**src/hbt_pkg.sv**
```systemverilog
// Package of the hardware breakpoint trigger block: register numbers,
// trigger definition field positions and the carrier types.
// Assumes a 32-bit debug register write port and a 32-bit local bus.
package hbt_pkg;

  // ****************************************************************
  // Debug register numbers
  // ****************************************************************
  localparam logic [4:0] HBT_REG_TRIGGER_DEFINITION = 5'h07;
  localparam logic [4:0] HBT_REG_PC_BREAK_ADDRESS_ZERO = 5'h08;
  localparam logic [4:0] HBT_REG_PC_BREAK_MASK = 5'h09;
  localparam logic [4:0] HBT_REG_ADDRESS_BREAK_LOW = 5'h0C;
  localparam logic [4:0] HBT_REG_ADDRESS_BREAK_HIGH = 5'h0D;
  localparam logic [4:0] HBT_REG_DATA_BREAK_PATTERN = 5'h0E;
  localparam logic [4:0] HBT_REG_DATA_BREAK_MASK = 5'h0F;
  localparam logic [4:0] HBT_REG_PC_BREAK_EXTRA_BASE = 5'h18;

  // ****************************************************************
  // Trigger definition field positions and reset values
  // ****************************************************************
  localparam int HBT_L2_PC_ENABLE_BIT = 17;
  localparam int HBT_L2_PC_INVERT_BIT = 16;
  localparam int HBT_L2_COMBINE_BIT = 15;
  localparam int HBT_L1_COMBINE_BIT = 14;
  localparam int HBT_L1_GLOBAL_ENABLE_BIT = 13;
  localparam int HBT_L1_DATA_LANE_HI = 12;
  localparam int HBT_L1_DATA_LANE_LO = 6;
  localparam int HBT_L1_DATA_INVERT_BIT = 5;
  localparam int HBT_L1_ADDR_MODE_HI = 4;
  localparam int HBT_L1_ADDR_MODE_LO = 2;
  localparam int HBT_L1_PC_ENABLE_BIT = 1;
  localparam int HBT_L1_PC_INVERT_BIT = 0;
  localparam int HBT_PC_VALID_BIT = 0;
  localparam logic [31:0] HBT_REG_RESET = 32'h0000_0000;

  // Debug register write command.
  typedef struct packed {
    logic valid;
    logic [4:0] index;
    logic [31:0] data;
  } hbt_write_type;

  // One local bus transfer, observed as it completes.
  typedef struct packed {
    logic valid;
    logic [1:0] size;
    logic [31:0] address;
    logic [31:0] data;
  } hbt_bus_type;

  localparam logic [1:0] HBT_SIZE_LONG = 2'h0;
  localparam logic [1:0] HBT_SIZE_BYTE = 2'h1;
  localparam logic [1:0] HBT_SIZE_WORD = 2'h2;

endpackage

```
**src/hbt_trigger.sv**
```systemverilog
// Hardware breakpoint comparator and two-level trigger logic.
// Assumes register writes from the supervisor instruction and from the
// serial debugger are merged into one write port upstream, and that the
// program counter and local bus are sampled on the processor clock.
//
// Function
// Level 2 PC enable bit 17 includes the PC match in level 2.
// Level 2 PC invert bit 16 selects inside or outside region.
// Level 2 combine bit 15 selects AND or OR of PC and address/data.
// Level 1 combine bit 14 selects AND or OR of the terms.
// Level 1 global enable bit 13 gates every level 1 trigger.
// Bits 12 to 6 pick data lanes; all clear disables data matching.
// Data invert bit 5 inverts every data comparator result.
// Bits 4 to 2 select outside range, inside range, equal low bound.
// Bit 1 enables level 1 PC match; bit 0 inverts its region.
// The PC mask applies only to breakpoint 0.
// Extra PC breakpoints hold bits 31 to 1, used only when valid.
// Mask bit 0 compares, 1 ignores; software initialises the mask.
// Software writes breakpoint 0 bit 0 as zero.
// Software zero-fills the upper address byte.
// Address bounds compare every bus transfer, range inclusive.
// Data pattern compared with bus data; mask bit 1 ignores.
// Byte accesses at low bits 00, 01, 10 use lanes 31-24, 23-16, 15-8.
// Upper halfword configures level 2, lower halfword level 1; level 2 here uses bit 15 and the level 1 address/data term.
// Any trigger definition write clears trigger status bits.
// Software disables both levels before loading breakpoints.
// Level 2 evaluates only after level 1 has occurred.
// With no data lane enabled the data term counts as true.
// Breakpoint registers change only on a debug register write.
`timescale 1ns/1ps

module hbt_trigger #(
  parameter int EXTRA_PC_COUNT = 3
) (
  // Clock and reset
  input wire logic clock,
  input wire logic reset_n,
  // Debug register write port
  input hbt_pkg::hbt_write_type reg_write,
  // Processor observation
  input wire logic pc_valid,
  input wire logic [31:0] pc,
  input hbt_pkg::hbt_bus_type bus,
  // Trigger results
  output logic level1_hit,
  output logic level1_armed,
  output logic trigger_fire,
  output logic [1:0] trigger_status_bits
);
  import hbt_pkg::*;

  // ****************************************************************
  // Reset synchroniser
  // ****************************************************************
  logic reset_meta_n;
  logic reset_sync_n;

  // Release is synchronised so every register leaves reset together.
  always_ff @(posedge clock or negedge reset_n) begin
    if (!reset_n) begin
      reset_meta_n <= 1'b0;
      reset_sync_n <= 1'b0;
    end else begin
      reset_meta_n <= 1'b1;
      reset_sync_n <= reset_meta_n;
    end
  end

  // ****************************************************************
  // Breakpoint registers
  // ****************************************************************
  logic [31:0] trigger_definition;
  logic [31:0] pc_break_address_zero;
  logic [31:0] pc_break_mask;
  logic [31:0] address_break_low;
  logic [31:0] address_break_high;
  logic [31:0] data_break_pattern;
  logic [31:0] data_break_mask;
  logic [31:0] pc_break_address_extra [EXTRA_PC_COUNT];
  logic trig_def_write;

  assign trig_def_write = reg_write.valid &&
    reg_write.index == HBT_REG_TRIGGER_DEFINITION;

  // Registers change only on a write command; the hardware has no
  // interlock, so software must disable triggers while loading.
  always_ff @(posedge clock or negedge reset_sync_n) begin
    if (!reset_sync_n) begin
      trigger_definition <= HBT_REG_RESET;
      pc_break_address_zero <= HBT_REG_RESET;
      pc_break_mask <= HBT_REG_RESET;
      address_break_low <= HBT_REG_RESET;
      address_break_high <= HBT_REG_RESET;
      data_break_pattern <= HBT_REG_RESET;
      data_break_mask <= HBT_REG_RESET;
    end else if (reg_write.valid) begin
      unique case (reg_write.index)
        HBT_REG_TRIGGER_DEFINITION: trigger_definition <= reg_write.data;
        HBT_REG_PC_BREAK_ADDRESS_ZERO: begin
          pc_break_address_zero <= reg_write.data;
        end
        HBT_REG_PC_BREAK_MASK: pc_break_mask <= reg_write.data;
        HBT_REG_ADDRESS_BREAK_LOW: address_break_low <= reg_write.data;
        HBT_REG_ADDRESS_BREAK_HIGH: address_break_high <= reg_write.data;
        HBT_REG_DATA_BREAK_PATTERN: data_break_pattern <= reg_write.data;
        HBT_REG_DATA_BREAK_MASK: data_break_mask <= reg_write.data;
        default: begin
        end
      endcase
    end
  end

  // Extra PC breakpoints sit at consecutive register numbers.
  for (genvar i = 0; i < EXTRA_PC_COUNT; i++) begin : g_extra
    always_ff @(posedge clock or negedge reset_sync_n) begin
      if (!reset_sync_n) begin
        pc_break_address_extra[i] <= HBT_REG_RESET;
      end else if (reg_write.valid && reg_write.index ==
                   HBT_REG_PC_BREAK_EXTRA_BASE + 5'(i)) begin
        pc_break_address_extra[i] <= reg_write.data;
      end
    end
  end

  // ****************************************************************
  // Field decode
  // ****************************************************************
  logic l2_pc_enable;
  logic l2_pc_invert;
  logic l2_combine;
  logic l1_combine;
  logic l1_enable;
  logic [6:0] lane_enables;
  logic data_invert;
  logic [2:0] address_mode;
  logic l1_pc_enable;
  logic l1_pc_invert;

  // Bits 17 to 15 drive level 2, bits 14 to 0 level 1; level 2 shares the address/data term.
  // Field positions live in the package, so the monitor and the decode
  // here cannot drift apart when a field moves.
  assign l2_pc_enable = trigger_definition[HBT_L2_PC_ENABLE_BIT];
  assign l2_pc_invert = trigger_definition[HBT_L2_PC_INVERT_BIT];
  assign l2_combine = trigger_definition[HBT_L2_COMBINE_BIT];
  assign l1_combine = trigger_definition[HBT_L1_COMBINE_BIT];
  assign l1_enable = trigger_definition[HBT_L1_GLOBAL_ENABLE_BIT];
  assign lane_enables =
    trigger_definition[HBT_L1_DATA_LANE_HI:HBT_L1_DATA_LANE_LO];
  assign data_invert = trigger_definition[HBT_L1_DATA_INVERT_BIT];
  assign address_mode =
    trigger_definition[HBT_L1_ADDR_MODE_HI:HBT_L1_ADDR_MODE_LO];
  assign l1_pc_enable = trigger_definition[HBT_L1_PC_ENABLE_BIT];
  assign l1_pc_invert = trigger_definition[HBT_L1_PC_INVERT_BIT];

  // ****************************************************************
  // Program counter comparison
  // ****************************************************************
  logic [EXTRA_PC_COUNT-1:0] extra_hit;
  logic pc_zero_hit;
  logic pc_in_region;

  // Only breakpoint 0 is masked; a set mask bit ignores that bit.
  assign pc_zero_hit = ((pc ^ pc_break_address_zero) &
    ~pc_break_mask) == 32'h0000_0000;

  for (genvar i = 0; i < EXTRA_PC_COUNT; i++) begin : g_pc_cmp
    assign extra_hit[i] = pc_break_address_extra[i][HBT_PC_VALID_BIT] &&
      pc[31:1] == pc_break_address_extra[i][31:1];
  end

  // Any enabled breakpoint places the program counter in the region.
  // A cleared valid flag keeps an unused extra breakpoint out of the sum.
  assign pc_in_region = pc_valid && (pc_zero_hit || (|extra_hit));

  // ****************************************************************
  // Address and data comparison
  // ****************************************************************
  logic addr_in_range;
  logic addr_hit;
  logic [3:0] byte_hit;
  logic [6:0] lane_hit;
  logic lane_allowed;
  logic data_term;
  logic addr_data_hit;

  // Range is inclusive of both bounds.
  assign addr_in_range = bus.address >= address_break_low &&
    bus.address <= address_break_high;
  assign addr_hit = bus.valid && ((address_mode[2] && !addr_in_range) ||
    (address_mode[1] && addr_in_range) ||
    (address_mode[0] && bus.address == address_break_low));

  // Per-byte compare; byte 3 is lanes 31-24.
  for (genvar b = 0; b < 4; b++) begin : g_byte
    assign byte_hit[b] = ((bus.data[8*b +: 8] ^ data_break_pattern[8*b +: 8])
      & ~data_break_mask[8*b +: 8]) == 8'h00;
  end

  // Lane order: long, lower word, upper word, bytes low to high.
  assign lane_hit = {byte_hit[3], byte_hit[2], byte_hit[1], byte_hit[0],
    &byte_hit[3:2], &byte_hit[1:0], &byte_hit};

  // A lane only counts when the access size and offset place the
  // operand there, so misaligned bytes pick the right lane.
  function automatic logic [6:0] hbt_lane_place(input logic [1:0] size,
                                                input logic [1:0] low);
    logic [6:0] place;
    place = 7'h00;
    unique case (size)
      HBT_SIZE_BYTE: place[6 - low] = 1'b1;
      HBT_SIZE_WORD: place = low[1] ? 7'h02 : 7'h04;
      default: place = 7'h01;
    endcase
    return place;
  endfunction

  // Lane bits reordered so index 0 is the longword enable.
  logic [6:0] lane_sel;
  assign lane_sel = {lane_enables[0], lane_enables[1], lane_enables[2],
    lane_enables[3], lane_enables[4], lane_enables[5], lane_enables[6]};
  assign lane_allowed = |(lane_sel &
    hbt_lane_place(bus.size, bus.address[1:0]));

  // Invert flips the comparator result; no lane enabled means the
  // data term does not restrict the address match.
  assign data_term = (lane_sel == 7'h00) ? 1'b1 :
    (lane_allowed && ((|(lane_sel & lane_hit & hbt_lane_place(bus.size,
    bus.address[1:0]))) ^ data_invert));
  // Data only ever qualifies an address match; it never fires alone.
  assign addr_data_hit = addr_hit && data_term;

  // ****************************************************************
  // Level combination
  // ****************************************************************
  logic l1_pc_cond;
  logic l2_pc_cond;
  logic next_level1_hit;
  logic next_level2_hit;

  // Each Program_counter_match carries its own enable, so a disabled term can
  // never fire on its own through the OR form.
  assign l1_pc_cond = l1_pc_enable && pc_valid &&
    (pc_in_region ^ l1_pc_invert);
  assign l2_pc_cond = l2_pc_enable && pc_valid &&
    (pc_in_region ^ l2_pc_invert);

  // A disabled PC term drops out of the OR and of the level 1 AND; the level 2 AND then never hits.
  always_comb begin
    if (l1_combine) begin
      next_level1_hit = l1_pc_cond || addr_data_hit;
    end else if (l1_pc_enable) begin
      next_level1_hit = l1_pc_cond && (addr_data_hit ||
        address_mode == 3'h0);
    end else begin
      next_level1_hit = addr_data_hit;
    end
    next_level1_hit = next_level1_hit && l1_enable;
    if (l2_combine) begin
      next_level2_hit = l2_pc_cond || addr_data_hit;
    end else if (l2_pc_enable) begin
      next_level2_hit = l2_pc_cond && (addr_data_hit ||
        address_mode == 3'h0);
    end else begin
      next_level2_hit = 1'b0;
    end
  end

  // ****************************************************************
  // Two-level sequencing and status
  // ****************************************************************
  // Level 2 is looked at only once level 1 has fired; a two-level
  // trigger exists when any level 2 PC term is enabled.
  logic two_level;
  assign two_level = l2_pc_enable;

  always_ff @(posedge clock or negedge reset_sync_n) begin
    if (!reset_sync_n) begin
      level1_hit <= 1'b0;
      level1_armed <= 1'b0;
      trigger_fire <= 1'b0;
      trigger_status_bits <= 2'h0;
    end else begin
      level1_hit <= next_level1_hit;
      trigger_fire <= 1'b0;
      if (trig_def_write) begin
        level1_armed <= 1'b0;
        trigger_status_bits <= 2'h0;
      end else if (!two_level && next_level1_hit) begin
        trigger_fire <= 1'b1;
        trigger_status_bits <= 2'h1;
      end else if (two_level && !level1_armed && next_level1_hit) begin
        level1_armed <= 1'b1;
        trigger_status_bits <= 2'h1;
      end else if (two_level && level1_armed && next_level2_hit) begin
        level1_armed <= 1'b0;
        trigger_fire <= 1'b1;
        trigger_status_bits <= 2'h2;
      end
    end
  end

endmodule

```
**config.mk**
```make
export PLATFORM = sky130hd
export DESIGN_NAME = hbt_trigger
export DESIGN_NICKNAME = d
export VERILOG_FILES = /design/src/hbt_pkg.sv /design/src/hbt_trigger.sv
export SDC_FILE = /design/constraint.sdc
export NUM_CORES = 1
export LEC_CHECK = 0
export ABC_AREA = 1
export BUFFER_PORTS_ARGS = -buffer_cell sky130_fd_sc_hd__buf_2
export CAP_MARGIN = 15
export CORE_MARGIN = 10
export CORE_UTILIZATION = 33
export DETAILED_ROUTE_END_ITERATION = 12
export GPL_TIMING_DRIVEN = 0
export PLACE_DENSITY_LB_ADDON = 0.3
export SYNTH_ARGS = -nofsm -noshare
export SYNTH_HDL_FRONTEND = slang
export SYNTH_SLANG_ARGS = --single-unit
```
**constraint.sdc**
```tcl
create_clock -name clock -period 23.8 [get_ports clock]
set_input_delay 7.14 -clock clock [delete_from_list [all_inputs] [get_ports clock]]
set_output_delay 7.14 -clock clock [all_outputs]
set_load 0.1 [all_outputs]
```
==> flow_summary.ini <==
[timing]
worst_pin_slew_ns = 0.631
setup_tns_ns = 0
fin_crit_sh_pct = 37.4
finalMaxSlewViolations = 0
fin_crit_ns = 8.89
clock_skew_ns = 0.0137
rsz0062_at_grt = false
finalHoldViolCount = 0
setup_viol = 0
max_freq_mhz = 112
relSlewSlack_pct = 57.9

[place]
numPortBuffers = 135
postPlaceCellArea_sq_um = 17300
gp_congestion = 0.885
placed_cells = 2706
hpwlAfterDp_um = 37800

[drt]
route.detailed.drc = 0
firstDrtPassIters = 6
route.vias.total = 13600
via_per_inst = 4.93
ant_nets = 0
wirelength_um = 49800
routedWlPerCell_um = 18.0
drt_iter0_drc = 1285

[cells_and_area]
final_common_cell = nand2_1
layout_common_cells = nand2_1, o21ai_0, dfrtp_1
nets = 2347
post-route-util_pct = 39.5
final_layout_size_suffix_gt1_share_pct = 10.4
syn_to_final_growth_pct = 17.5
fin_area_sq_um = 18500
stdcell_count = 2766

[cts]
path_clk_slew_ns = 0.06
htree_levels = 2
cts.sinks = 313
worstSkewPairLatency_ns = 0.53
cts_root_buffer = clkbuf_16
numCtsBuffers = 35
post-cts-setup-buffers = 0
clock_path_buffers = 3
cts_resized = 0
postCtsHoldBufs = 0
tritoncts = built

[grt]
grt_pass1_vias = 13300
track_usage_pct = 17.4
antenna_found_initial = 10
grt_first_pass_wirelength_um = 77400
grt_max_degree = 66
grt_overflow = 0

[worst_setup_path]
crit_top_cell = nand2_1
crit_path_max_fanout = 4
crit_arrival_ns = 9.31
crit_required_ns = 24.22
path_buf_inv = 2
cp-start-kind = input port
cp_cell_sequence = buf_2 -> ha_1 -> nand2_1 -> nor2_1 -> nand4_1 -> nor2_2 -> nand2_1 -> nand2_1 -> nor2_1 -> nand2_2 -> nand3_2 -> nand3_2 -> nand2_2 -> inv_2 -> nand2_2 -> nand2_1 -> nand3_2 -> nand2_1 -> nand2_1 -> nand2_1 -> nand2_1
worst_path_max_delay_cell = ha_1
criticalPathCategory = input port to flop
end_kind = flop
critical-path-top-delay-family = simple AND/OR/NAND/NOR gates
cpPeakStageDelay_ns = 0.30

[synthesis]
syn_inst = 1959
synth-seq-cells = 313
syn-mean-instance-area_sq_um = 8.04
synth_area_sq_um = 15700
synth_top_flop_cell = dfrtp_1
synth_edf_count = 0
yosysWarnings = 0
async_reset_ff_share_pct = 100
synth-seq-area-share_pct = 49.7
synth_cell_types = 35
syn_nets = 2170

[min_path]
min_path_type = flop to async pin

[floorplan]
die_w_um = 238
dieHeight_um = 238
dieArea_sq_um = 56900
start_util_pct = 33.6
core_sq_um = 46900
ioPinCount = 145
rows = 79

[power_and_ir_drop]
vdd_ir_drop_max_uv = 46.9
cellPowerDensity_nw_per_um2 = 85.3
p_leak_nw = 9.09

[status]
run_status = complete, no violations

[job]
drv_cap = 0
## metal layers
layer	track usage, %	part of all wire, %	routed length [um]	vias up
met5	0	0.16	80	-
met4	4.66	2.4	1170	14
met3	3.31	5.8	2880	79
met2	28.5	46	23100	331
met1	23.2	45	22600	6554
li1	-	-	-	6648
## worst register-to-register path: stages, from the launching register on
cell	delay, ns
dfrtp_1	0.35
inv_1	0.05
ha_1	0.29
nand2_1	0.07
nor2_1	0.17
nand4_1	0.21
nor2_2	0.23
nand2_1	0.08
nand2_1	0.06
nor2_1	0.05
nand2_2	0.09
nand3_2	0.08
nand3_2	0.08
nand2_2	0.08
inv_2	0.08
nand2_2	0.07
nand2_1	0.08
nand3_2	0.12
nand2_1	0.08
nand2_1	0.05
nand2_1	0.05
nand2_1	0.04
## Yosys cell counts, drive strengths merged, types with 8 or more instances
master	n	area share [%]
a21oi	37	1.2
clkbuf	64	1.6
dfrtp	313	50
ha	71	5.6
inv	212	5.1
nand2	587	14
nand3	36	1.2
nand3b	17	0.81
nand4	19	0.75
nor2	137	3.4
o211ai	8	0.38
o21ai	363	12
o22ai	15	0.60
or2	8	0.32
xnor2	46	2.6
xor2	8	0.44
## per-stage QoR
| stage | total power, mW | setup slack (ns) | hold WS, ns |
|---|---|---|---|
| finish | 1.58 | 14.91 | 0.344 |
| CTS | 1.59 | 14.96 | 0.350 |
| floorplan | 0.922 | 14.43 | 0.331 |
| detailed placement | 1.02 | 14.42 | 0.337 |
| global route | 1.67 | 14.69 | 0.368 |
| global placement | 1.01 | 10.63 | 0.336 |
## registers in the layout, indices dropped and copies added, names as in the netlist
register,cells
pc_break_mask,32
data_break_pattern,32
reset_sync_n,1
address_break_low,32
trigger_status_bits,2
data_break_mask,32
level1_hit,1
reset_meta_n,1
address_break_high,32
level1_armed,1
trigger_fire,1
pc_break_address_zero,32
pc_break_address_extra,96
trigger_definition,18
## power by group
group,internal (mW),switching (mW),total (mW)
clock,0.343,0.219,0.562
combinational,0.124,0.192,0.316
sequential,0.632,0.0678,0.700
total,1.10,0.479,1.58
## area by class of cell
type	count	area, sq um
Clock inverter	8	143
Tap cell	607	759
Antenna cell	4	10.0
Buffer	67	264
Fill cell	4831	28300
Sequential cell	313	7840
Timing Repair Buffer	140	813
Inverter	213	800
Multi-Input combinational cell	1366	6850
Clock buffer	48	1030
## final timing paths
check                                      start                          to  slack (ns)  depth (start not counted)
max reg2reg                address_break_low[31]                level1_armed       21.26                         21
min in group clock                  reset_meta_n                reset_sync_n        0.35                          0
max in group asynchronous                reset_n                reset_sync_n       17.29                          1
min                                 reset_sync_n  pc_break_address_extra[17]        0.34                          0
max                                      bus[63]                level1_armed       14.91                         21
min reg2reg                         reset_sync_n  pc_break_address_extra[17]        0.34                          0
## cell families (layout without fill, tap and decap cells)
logic type / Yosys count / in the layout / share of synthesized area [%]
other: 1 / 5 / 0.0238
XOR/XNOR: 54 / 54 / 3.00
AND/OR/NAND/NOR: 810 / 810 / 20.8
adder cells (fa/ha/maj): 71 / 71 / 5.64
flip-flops: 313 / 313 / 49.7
AO/OA/AOI/OAI: 430 / 430 / 14.1
buffers and inverters: 280 / 476 / 6.75
(Power assumes the default switching activity.)
